**src/rtl/psrw_pkg.sv**
```systemverilog
// Constants for the program space read window bridge
package psrw_pkg;
	// ----------------------------------------
	// Address and page layout
	// ----------------------------------------
	localparam int DATA_AW = 16;
	localparam int PROG_AW = 23;
	localparam int PAGE_W = 10;
	localparam int PAGE_ENABLE_BIT = 9;
	localparam int PAGE_HALF_BIT = 8;
	localparam int PAGE_LOW_W = 8;
	localparam int OFFSET_W = 15;
	localparam int EA_MSB = 15;
	localparam logic [9:0] PAGE_FIRST = 10'h200;
	localparam logic [9:0] PAGE_LOW_LAST = 10'h2ff;
	localparam logic [9:0] PAGE_HIGH_FIRST = 10'h300;
	localparam logic [9:0] PAGE_LAST = 10'h3ff;
	localparam logic [9:0] PAGE_NONE = 10'h000;
	localparam logic [9:0] PAGE_RESET = 10'h000;
	// ----------------------------------------
	// Stall counts in instruction cycles
	// ----------------------------------------
	localparam logic [1:0] EXTRA_MOVE = 2'h1;
	localparam logic [1:0] EXTRA_OTHER = 2'h2;
	localparam logic [1:0] EXTRA_NONE = 2'h0;
	// Access sequencing
	typedef enum logic [1:0] {PSRW_IDLE, PSRW_STALL, PSRW_DONE} psrw_state_t;
endpackage

```
**src/rtl/psrw_bridge.sv**
```systemverilog
// Program space read window bridge between core data reads and flash
`timescale 1ns/100ps
`default_nettype none
// Contract
// - The upper 32 Kbytes of data space can map onto any 16K-word program page for reads.
// - A read is redirected only when the address top bit and page bit 9 are both one.
// - Program address is the low 8 page bits joined above pointer bits 14 to 0.
// - Page bit 8 picks the lower word when zero and the upper word when one.
// - There are 512 window pages numbered 200h through 3FFh of 16K words each.
// - Pages 200h to 2FFh give lower words and 300h to 3FFh give upper words.
// - The window is read-only and lower pages cover the low words of all program words.
// - An upper-half access with a zero page raises an address error trap instead.
// - Outside a loop, move and double move through the window take one extra cycle.
// - Outside a loop, other window reads take two extra cycles.
// - In a loop, first, last, interrupt exit and re-entry iterations take two extra.
// - Other loop iterations through the window complete in one cycle.
// - The window reaches only user program memory, never configuration memory.
module psrw_bridge
	import psrw_pkg::*;
(
	input wire logic clk,
	input wire logic nrst,
	input wire logic req,
	input wire logic req_write,
	input wire logic [DATA_AW-1:0] effective_address,
	input wire logic is_move,
	input wire logic in_repeat,
	input wire logic rpt_first,
	input wire logic rpt_last,
	input wire logic rpt_irq_exit,
	input wire logic rpt_irq_reentry,
	input wire logic [PAGE_W-1:0] read_page_select,
	input wire logic [PAGE_W-1:0] write_page_select,
	input wire logic [15:0] ram_rdata,
	input wire logic [23:0] flash_rdata,
	output logic ram_req_ff,
	output logic ram_we_ff,
	output logic [DATA_AW-1:0] ram_addr_ff,
	output logic flash_req_ff,
	output logic [PROG_AW-1:0] flash_addr_ff,
	output logic stall_ff,
	output logic done_ff,
	output logic [15:0] rdata_ff,
	output logic addr_trap_ff
);
	// ----------------------------------------
	// Request decode
	// ----------------------------------------
	logic [1:0] extra;
	logic upper_half;
	logic [PAGE_W-1:0] page_sel;
	logic win_hit;
	logic trap_hit;
	psrw_state_t state_ff, nxt_state;
	logic [1:0] cnt_ff, nxt_cnt;
	logic half_ff, nxt_half;
	logic win_ff, nxt_win;
	// Next values of the registered outputs
	logic nxt_ram_req, nxt_ram_we, nxt_flash_req, nxt_stall, nxt_done, nxt_trap;
	logic [DATA_AW-1:0] nxt_ram_addr;
	logic [PROG_AW-1:0] nxt_flash_addr;
	logic [15:0] nxt_rdata;

	psrw_stall_calc u_calc (
		.is_move(is_move),
		.in_repeat(in_repeat),
		.rpt_first(rpt_first),
		.rpt_last(rpt_last),
		.rpt_irq_exit(rpt_irq_exit),
		.rpt_irq_reentry(rpt_irq_reentry),
		.extra(extra)
	);

	// Upper data half and page selection per direction
	always_comb begin
		upper_half = effective_address[EA_MSB];
		page_sel = req_write ? write_page_select : read_page_select;
		// zero page in upper half traps
		trap_hit = upper_half && (page_sel == PAGE_NONE);
		// both top bits needed; writes never redirect
		win_hit = upper_half && !req_write && read_page_select[PAGE_ENABLE_BIT];
	end

	// ----------------------------------------
	// Access sequencing
	// ----------------------------------------
	// Flash read is issued at once; stall cycles only hold the core
	always_comb begin
		nxt_state = state_ff;
		nxt_cnt = cnt_ff;
		nxt_half = half_ff;
		nxt_win = win_ff;
		nxt_ram_req = 1'h0;
		nxt_ram_we = 1'h0;
		nxt_ram_addr = ram_addr_ff;
		nxt_flash_req = 1'h0;
		nxt_flash_addr = flash_addr_ff;
		nxt_stall = 1'h0;
		nxt_done = 1'h0;
		nxt_trap = 1'h0;
		nxt_rdata = rdata_ff;
		unique case (state_ff)
			// Requests are only taken here; busy states ignore req
			PSRW_IDLE: begin
				if (req) begin
					if (trap_hit) begin
						nxt_trap = 1'h1;
						nxt_done = 1'h1;
					end else if (win_hit) begin
						// page low bits over offset; bit 23 stays zero
						nxt_flash_req = 1'h1;
						nxt_flash_addr = {read_page_select[PAGE_LOW_W-1:0],
							effective_address[OFFSET_W-1:0]};
						// page bit 8 picks word half
						nxt_half = read_page_select[PAGE_HALF_BIT];
						nxt_win = 1'h1;
						nxt_cnt = extra;
						nxt_stall = 1'h1;
						nxt_state = PSRW_STALL;
					end else begin
						nxt_ram_req = 1'h1;
						nxt_ram_we = req_write;
						nxt_ram_addr = effective_address;
						nxt_win = 1'h0;
						nxt_cnt = EXTRA_NONE;
						nxt_stall = 1'h1;
						nxt_state = PSRW_STALL;
					end
				end
			end
			// Memories answer in the last stall cycle, counted or not
			PSRW_STALL: begin
				if (cnt_ff == EXTRA_NONE) begin
					// no extra cycle when count is zero
					nxt_done = 1'h1;
					if (win_ff) begin
						// upper byte of high word reads zero
						nxt_rdata = half_ff ? {8'h00, flash_rdata[23:16]} : flash_rdata[15:0];
					end else begin
						nxt_rdata = ram_rdata;
					end
					nxt_state = PSRW_DONE;
				end else begin
					// hold core for each extra cycle
					nxt_stall = 1'h1;
					nxt_cnt = cnt_ff - 2'h1;
				end
			end
			// One dead cycle so a held req is not taken twice
			PSRW_DONE: begin
				nxt_state = PSRW_IDLE;
			end
			// Unused code falls back to idle
			default: begin
				nxt_state = PSRW_IDLE;
			end
		endcase
	end

	// Registered outputs; async reset leaves no access half done
	always_ff @(posedge clk or negedge nrst) begin
		if (!nrst) begin
			state_ff <= PSRW_IDLE;
			cnt_ff <= EXTRA_NONE;
			half_ff <= 1'h0;
			win_ff <= 1'h0;
			ram_req_ff <= 1'h0;
			ram_we_ff <= 1'h0;
			ram_addr_ff <= '0;
			flash_req_ff <= 1'h0;
			flash_addr_ff <= '0;
			stall_ff <= 1'h0;
			done_ff <= 1'h0;
			rdata_ff <= 16'h0000;
			addr_trap_ff <= 1'h0;
		end else begin
			state_ff <= nxt_state;
			cnt_ff <= nxt_cnt;
			half_ff <= nxt_half;
			win_ff <= nxt_win;
			ram_req_ff <= nxt_ram_req;
			ram_we_ff <= nxt_ram_we;
			ram_addr_ff <= nxt_ram_addr;
			flash_req_ff <= nxt_flash_req;
			flash_addr_ff <= nxt_flash_addr;
			stall_ff <= nxt_stall;
			done_ff <= nxt_done;
			rdata_ff <= nxt_rdata;
			addr_trap_ff <= nxt_trap;
		end
	end
endmodule
`default_nettype wire

```
**src/rtl/psrw_stall_calc.sv**
```systemverilog
// Extra cycle count for one window read
`timescale 1ns/100ps
`default_nettype none
module psrw_stall_calc
	import psrw_pkg::*;
(
	input wire logic is_move,
	input wire logic in_repeat,
	input wire logic rpt_first,
	input wire logic rpt_last,
	input wire logic rpt_irq_exit,
	input wire logic rpt_irq_reentry,
	output logic [1:0] extra
);
	// ----------------------------------------
	// Count selection
	// ----------------------------------------
	// Edge iterations of a loop pay full cost; steady ones pipeline
	always_comb begin
		if (in_repeat) begin
			if (rpt_first || rpt_last || rpt_irq_exit || rpt_irq_reentry) begin
				extra = EXTRA_OTHER;
			end else begin
				extra = EXTRA_NONE;
			end
		end else if (is_move) begin
			extra = EXTRA_MOVE;
		end else begin
			extra = EXTRA_OTHER;
		end
	end
endmodule
`default_nettype wire

```
**config.mk**
```make
export PLATFORM = sky130hd
export DESIGN_NAME = psrw_bridge
export DESIGN_NICKNAME = d
export VERILOG_FILES = /design/src/rtl/psrw_pkg.sv /design/src/rtl/psrw_bridge.sv /design/src/rtl/psrw_stall_calc.sv
export SDC_FILE = /design/constraint.sdc
export NUM_CORES = 1
export LEC_CHECK = 0
export BUFFER_PORTS_ARGS = -buffer_cell sky130_fd_sc_hd__buf_2
export CAP_MARGIN = 20
export CORE_ASPECT_RATIO = 1.5
export CORE_UTILIZATION = 45
export CTS_CLUSTER_SIZE = 30
export DETAILED_ROUTE_END_ITERATION = 12
export PLACE_DENSITY = 0.79
export SKIP_LAST_GASP = 1
export SYNTH_ARGS = -nofsm -noshare
export SYNTH_HDL_FRONTEND = slang
export SYNTH_SLANG_ARGS = --single-unit
```
**constraint.sdc**
```tcl
create_clock -name clk -period 2.7 [get_ports clk]
set_input_delay 0.405 -clock clk [delete_from_list [all_inputs] [get_ports clk]]
set_output_delay 0.405 -clock clk [all_outputs]
set_load 0.02 [all_outputs]
```
==> flow_metrics.tcl, run 1 <==
set metrics [dict create \
    timing.rr.end "ram_addr_ff[13]$_DFFE_PN0P_" \
    ys_warn_count 0 \
    outcome "finished clean" \
    nNetsFinal 474 \
    dr.pass1.iters 4 \
    ys_ff_latch 67 \
    synth_edf_count 0 \
    wl_met2_um 3335 \
    hpwl_um 5154 \
    fin_skew_ns 0.006690 \
    internal_power_mw 2.780 \
    grt_antenna_before_repair 0 \
    cts.path.max_buffers 2 \
    die_area_um2 6860 \
    grt_pass1_wl_um 10430 \
    fp.dieW_um 67.96 \
    finalCriticalPeriod_ns 2.060 \
    synth.distinct_cells 38 \
    vias_per_cell 5.071 \
    grt_max_degree 45 \
    r2r_setup_slack_ns 0.64 \
    ios 147 \
    stdcell_count 464 \
    setup_tns_ns 0 \
    fin_util_pct 63.08 \
    critPathArrivalTime_ns 2.26 \
    peakVddDrop_v 0.0006113 \
    syn_avg_cell_area_um2 12.34 \
    hp-class "in -> async" \
    maxSlewHeadroom_pct 38.19 \
    cts_setup_buffers 0 \
    p_clk_share_pct 17.0 \
    synth-main-ff-cell "dfrtp_1" \
    ff2ff_path_depth 5 \
    r2r_start "state_ff[0]$_DFFE_PN0P_" \
    timing.final.ws_setup_ns 0.6401 \
    antennaDiodeCount 0 \
    grt-ovfl-total 0 \
    clock_sinks 67 \
    async_flop_share_pct 100.0 \
    yosys.area.top_type "dfrtp_1" \
    drt-initial-drc-count 87 \
    cp_max_fo 16 \
    routed-wl-met3_um 532 \
    initial_core_util_pct 47.22 \
    path_clk_slew_ns 0.07 \
    required_ns 2.91 \
    dp_cells 450 \
    p_sw_share_pct 39.04 \
    vias 2353 \
    final_hold_viol_count 0 \
    finalMaxSlewViolations 0 \
    netlist_area_um2 2937 \
    critPathCaptureType "flip-flop" \
    route.detailed.drc 0 \
    fillers 501 \
    power_frac_comb_pct 44.7 \
    power.leakage_nw 2.014 \
    p_per_area_nw_per_um2 1163 \
    gp_congestion 0.7961 \
    drt_wl_total_um 6640 \
    ant_nets 0 \
    synth.area.top_cells "dfrtp_1, mux2_2, mux2_4" \
    die_y_um 100.9 \
    wl_met1_um 2695 \
    io_buffers 146 \
    crit_path_start_kind "flip-flop" \
    crit_type "reg -> reg" \
    rsz0062_at_grt "false" \
    topRoutingLayerUsed "met4" \
    core_area_um2 6218 \
    setup_viol 0 \
    netlist_instances 238 \
    synthesis.nets 325 \
    detailedPlace.worstSlack_ns 0.5294 \
    fmax_mhz 485.5 \
    drv_cap 0 \
    p_sw_mw 1.781 \
    hold_buffers 0 \
    htree_levels 3 \
    drive_gt1_share_pct 52.56 \
    cts_buffers 9 \
    worstMarginPinSlew_ns 0.9249 \
    rows 35 \
    yosysSeqAreaShare_pct 57.09 \
    grt_pass1_vias 2321 \
    clock_latency_ns 0.32 \
    postCtsResizedCells 0 \
    area_delta_synth_final_pct 33.57 \
    cts_tree "yes" \
    synthDominantCellAreaShare_pct 57.09 \
    root_buffer "clkbuf_8" \
    pwr-share-seq_pct 38.3 \
    grt_usage_pct 20.35 \
    wl_per_cell_um 14.31 \
    fin_crit_sh_pct 76.29 \
]
[metrics by stage]
step                cell area (µm²)  hold WS (ns)  total power [mW]
floorplan                      2937        0.1094             3.133
global placement               3741        0.4162             3.752
detailed placement             3741        0.4204             3.831
CTS                            3923       0.05732             4.624
global route                   3923       0.08582             4.896
finish                         3923       0.06344             4.561
[layout by cell type, fill, tap and decap left out, types with 2 or more instances in the layout]
| cell type | n |
|---|---|
| and3_1 | 2 |
| nor2b_1 | 11 |
| clkinv_2 | 2 |
| nor2_1 | 3 |
| clkbuf_8 | 10 |
| mux2_4 | 9 |
| nand3_1 | 2 |
| inv_1 | 4 |
| buf_12 | 2 |
| o21ai_0 | 25 |
| nand2_1 | 28 |
| nand3b_1 | 2 |
| a21oi_1 | 8 |
| buf_2 | 146 |
| dfrtp_1 | 67 |
| nor4_1 | 7 |
| mux2_2 | 30 |
| mux2i_1 | 8 |
| o211ai_1 | 2 |
[area by class of cell]
type | instances | area [µm²] | area share, %
Sequential cell | 67 | 1677 | 42.74
Inverter | 4 | 15.01 | 0.3828
Clock inverter | 3 | 40.04 | 1.021
Multi-Input combinational cell | 156 | 1179 | 30.05
Timing Repair Buffer | 149 | 778.2 | 19.84
Clock buffer | 11 | 141.4 | 3.604
Tap cell | 74 | 92.59 | 2.360
[worst max path at each step]
stage / cells after the start / start / slack (ns) / to
2_1_floorplan: 6 / req_write / 0.82 / ram_addr_ff[10]$_DFFE_PN0P_
3_3_place_gp: 6 / req_write / 0.59 / ram_addr_ff[1]$_DFFE_PN0P_
3_5_place_dp: 6 / req_write / 0.53 / ram_addr_ff[13]$_DFFE_PN0P_
4_1_cts: 5 / state_ff[0]$_DFFE_PN0P_ / 0.63 / ram_addr_ff[13]$_DFFE_PN0P_
5_1_grt: 5 / state_ff[0]$_DFFE_PN0P_ / 0.53 / ram_addr_ff[13]$_DFFE_PN0P_
6_report: 5 / state_ff[0]$_DFFE_PN0P_ / 0.64 / ram_addr_ff[13]$_DFFE_PN0P_
[power groups by stage]
stage / registers, mW / clock network, mW / logic (mW)
finish: 1.75 / 0.775 / 2.04
global route: 1.82 / 0.848 / 2.23
global placement: 1.75 / 0 / 2.01
detailed placement: 1.77 / 0 / 2.06
floorplan: 2.28 / 0 / 0.857
CTS: 1.76 / 0.803 / 2.06
[cells in the mapped netlist, drive strengths merged, types with 2 or more instances]
cell / count
nand3: 2
o211ai: 2
and3: 2
o21ai: 25
mux2: 39
a21oi: 8
buf: 3
clkbuf: 8
inv: 4
nand2: 28
nand3b: 2
dfrtp: 67
nor2b: 11
nand2b: 2
nor4: 7
nor2: 5
mux2i: 8
[sequential cells by signal, summed over array words and instances, names as in the netlist]
name / cells
flash_addr_ff: 23
ram_addr_ff: 16
rdata_ff: 16
cnt_ff: 2
state_ff: 2
addr_trap_ff: 1
done_ff: 1
flash_req_ff: 1
half_ff: 1
ram_req_ff: 1
ram_we_ff: 1
stall_ff: 1
win_ff: 1
[kinds of logic after synthesis]
kind of cell	count (synthesis)	share of synthesized area [%]
buf+inv	15	2.769
compound gates	42	8.352
mux	47	18.83
simple gates	66	12.53
fa+ha+maj	1	0.4260
flops	67	57.09
[critical path: stages, from the launching register on]
cell and delay [ns]:
dfrtp_1 0.39, nand2b_4 0.14, or2_0 0.32, a211o_4 0.37, nor2_8 0.33, mux2_2 0.38
[metal layers]
layer | GRT usage [%] | vias to the layer above
met5 | 0 | -
met4 | 6.250 | 0
met3 | 5.656 | 8
met2 | 35.97 | 117
met1 | 22.91 | 1087
li1 | - | 1141
Power figures use the tool's default switching activity.
==> run 2: changes to the inputs <==
--- a/config.mk
+++ b/config.mk
@@ -5,13 +5,14 @@
 export SDC_FILE = /design/constraint.sdc
 export NUM_CORES = 1
 export LEC_CHECK = 0
+export ABC_AREA = 1
 export BUFFER_PORTS_ARGS = -buffer_cell sky130_fd_sc_hd__buf_2
 export CAP_MARGIN = 20
 export CORE_ASPECT_RATIO = 1.5
-export CORE_UTILIZATION = 45
+export CORE_UTILIZATION = 41
 export CTS_CLUSTER_SIZE = 30
 export DETAILED_ROUTE_END_ITERATION = 12
-export PLACE_DENSITY = 0.79
+export PLACE_DENSITY = 0.76
 export SKIP_LAST_GASP = 1
 export SYNTH_ARGS = -nofsm -noshare
 export SYNTH_HDL_FRONTEND = slang
==> constraint.sdc (replaced) <==
create_clock -name clk -period 1.8 [get_ports clk]
set_input_delay 0.27 -clock clk [delete_from_list [all_inputs] [get_ports clk]]
set_output_delay 0.27 -clock clk [all_outputs]
set_load 0.02 [all_outputs]
==> run 2 against run 1 <==
  * Combinational power up 50%
  * Total power grew 53%
  * Clock power is 73% higher
  * Die area grew 11%
  * First-iteration DRC count increased by 79%
  * Synthesized area rose by 1.3%
  * Register-to-register slack worse by 0.39 ns
  * Global-route usage up 1.6 points
  * Non-clock buffer count is 6 higher
  * Sequential power grew 47%
  * Largest cell class unchanged
  * Highest routed layer unchanged
==> flow_metrics.tcl, run 2 <==
set metrics [dict create \
    initial_core_util_pct 42.83 \
    ff_latch_area_um2 1677 \
    synth-xor-area-share_pct 0 \
    vias 2882 \
    synth_edf_count 0 \
    cts_buffers 9 \
    drv_cap 0 \
    grt_max_degree 68 \
    crit_family "simple AND/OR/NAND/NOR gates" \
    synthDominantCellAreaShare_pct 56.37 \
    max_stage_delay_ns 0.39 \
    area_delta_synth_final_pct 34.20 \
    maxSlewHeadroom_pct 68.25 \
    min_path_cells 3 \
    ios 147 \
    r2r_start "state_ff[0]$_DFFE_PN0P_" \
    ant_nets 0 \
    cts_tree "yes" \
    core_area_um2 6944 \
    clock_sinks 67 \
    critPathCaptureType "flip-flop" \
    p_per_area_nw_per_um2 1748 \
    setup_viol 0 \
    die_y_um 106.3 \
    io_buffers 146 \
    min_to "flash_addr_ff[9]$_DFFE_PN0P_" \
    synthesis.nets 427 \
    top_register "flash_addr_ff" \
    yosysSeqAreaShare_pct 56.37 \
    synth_mux_area_share_pct 0 \
    rows 37 \
    fin_crit_sh_pct 85.93 \
    rsz0062_at_grt "false" \
    netlist_instances 340 \
    final_cell_mix "buf_2, nand2_1, dfrtp_1" \
    htree_levels 3 \
    netlist_area_um2 2974 \
    grt-ovfl-total 0 \
    slowest_stage "dfrtp_1" \
    ff2ff_path_depth 6 \
    reg_top3 "flash_addr_ff: 23 flops, ram_addr_ff: 16 flops, rdata_ff: 16 flops" \
    min-delay-start "effective_address[9]" \
    dr.pass1.iters 4 \
    r2r_setup_slack_ns 0.25 \
    drt_wl_total_um 7890 \
    antennaDiodeCount 0 \
    syn_avg_cell_area_um2 8.747 \
    largest_reg_flops 23 \
    synth_top_family_by_area "simple AND/OR/NAND/NOR gates" \
    grt_antenna_before_repair 0 \
    gp_congestion 0.8871 \
    clock_latency_ns 0.34 \
    cp_max_fo 17 \
    path_clk_slew_ns 0.08 \
    final_hold_viol_count 0 \
    async_flop_share_pct 100.0 \
    hp-class "in -> reg" \
    synth.distinct_cells 23 \
    power.leakage_nw 2.244 \
    fillers 635 \
    peakVddDrop_v 0.0008976 \
    worstMarginPinSlew_ns 0.4734 \
    finalCriticalPeriod_ns 1.547 \
    fp.dieW_um 71.54 \
    die_area_um2 7605 \
    yosys.area_share.simple_pct 27.14 \
    ys_ff_latch 67 \
    multi_input_area_um2 1105 \
    drive_gt1_share_pct 36.57 \
    finalPower_mw 6.979 \
    wl_per_cell_um 13.77 \
    cp_num_buf_inv 1 \
    finalMaxSlewViolations 0 \
    crit_top_cell "nand2_1" \
    synth_adder_area_share_pct 0.4207 \
    synth_compound_area_share_pct 9.592 \
    route.detailed.drc 0 \
    root_buffer "clkbuf_8" \
    cts.path.max_buffers 2 \
    critPathArrivalTime_ns 1.77 \
    outcome "finished clean" \
    fmax_mhz 646.5 \
    crit_path_start_kind "flip-flop" \
    crit_type "reg -> reg" \
    final_common_cell "buf_2" \
    ys_warn_count 0 \
    timing.rr.end "ram_addr_ff[13]$_DFFE_PN0P_" \
    grt_usage_pct 21.91 \
    vias_per_cell 5.030 \
    hpwl_um 5893 \
    fin_util_pct 57.48 \
    required_ns 2.02 \
    synth-main-ff-cell "dfrtp_1" \
    yosysMostFrequentCell "nand2_1" \
    nNetsFinal 577 \
    fin_skew_ns 0.01150 \
    grt_pass1_wl_um 12650 \
    crit_path_cell_trace "nor2_2 -> nand2_1 -> inv_2 -> nand3_2 -> nand2_1 -> nand2_1" \
    setup_tns_ns 0 \
    synth_common_cells "nand2_1, dfrtp_1, nor2_1" \
    drt-initial-drc-count 156 \
    synth.area.top_cells "dfrtp_1, nand2_1, a2bb2oi_1" \
    yosys.area.top_type "dfrtp_1" \
    grt_pass1_vias 2708 \
]
[run 2: worst max path at each step]
stage,from,end,slack (ns),depth (start not counted)
final,state_ff[0]$_DFFE_PN0P_,ram_addr_ff[13]$_DFFE_PN0P_,0.25,6
after detailed placement,req_write,ram_addr_ff[13]$_DFFE_PN0P_,0.13,9
after global placement,req_write,ram_addr_ff[8]$_DFFE_PN0P_,0.23,9
after CTS,state_ff[0]$_DFFE_PN0P_,ram_addr_ff[1]$_DFFE_PN0P_,0.22,6
after global routing,state_ff[0]$_DFFE_PN0P_,ram_addr_ff[15]$_DFFE_PN0P_,0.05,6
after floorplan,cnt_ff[0]$_DFFE_PN0P_,rdata_ff[10]$_DFFE_PN0P_,0.49,6
[run 2: layer usage]
layer / vias to the layer above / GRT usage, % / part of all wire [%]
met1: 1359 / 24.05 / 39
met3: 11 / 5.498 / 5.7
met5: - / 0 / 0
met4: 0 / 8.403 / 1.6
met2: 100 / 39.93 / 54
li1: 1412 / - / -
[run 2: report_power, final]
part           internal [mW]  switching [mW]
sequential              2.19           0.382
combinational           1.11            1.96
clock                  0.776           0.562
total                   4.07            2.90
[run 2: area by class of cell]
cell class / count / area share, %
flip-flops and latches: 67 / 42.01
inverters: 22 / 2.069
multi-input cells: 235 / 27.68
clock buffers: 9 / 3.103
well taps: 78 / 2.445
clock inverters: 7 / 2.320
repair buffers: 155 / 20.38
[run 2: kinds of logic (layout without fill, tap and decap cells)]
kind of cell             Yosys count  after routing
AO/OA/AOI/OAI                     45             45
adder cells (fa/ha/maj)            1              1
AND/OR/NAND/NOR                  189            189
flip-flops                        67             67
buffers and inverters             38            193
[run 2: repair_timing]
item | 4_1_cts | 5_1_grt
gates resized for setup | 0 | 0
hold buffers | 1 | 0
buffers inserted | 0 | 0
endpoints found under the hold margin | 67 | 0
endpoints found under the setup margin | 0 | 0
[run 2: tightest hold or removal path, delay by kind of cell]
kind | cells | cell delay, ns
buf+inv | 1 | 0.09
simple gates | 2 | 0.10
[run 2: stage by stage]
step | hold slack (ns) | setup WS [ns] | cells | instance area, µm²
after floorplan | -0.02559 | 0.4895 | 340 | 2974
after global placement | 0.3114 | 0.2317 | 556 | 3765
after detailed placement | 0.3151 | 0.1256 | 556 | 3765
after CTS | 0.1267 | 0.2227 | 573 | 3991
after global routing | 0.1311 | 0.05178 | 573 | 3991
final | 0.1406 | 0.2532 | 573 | 3991
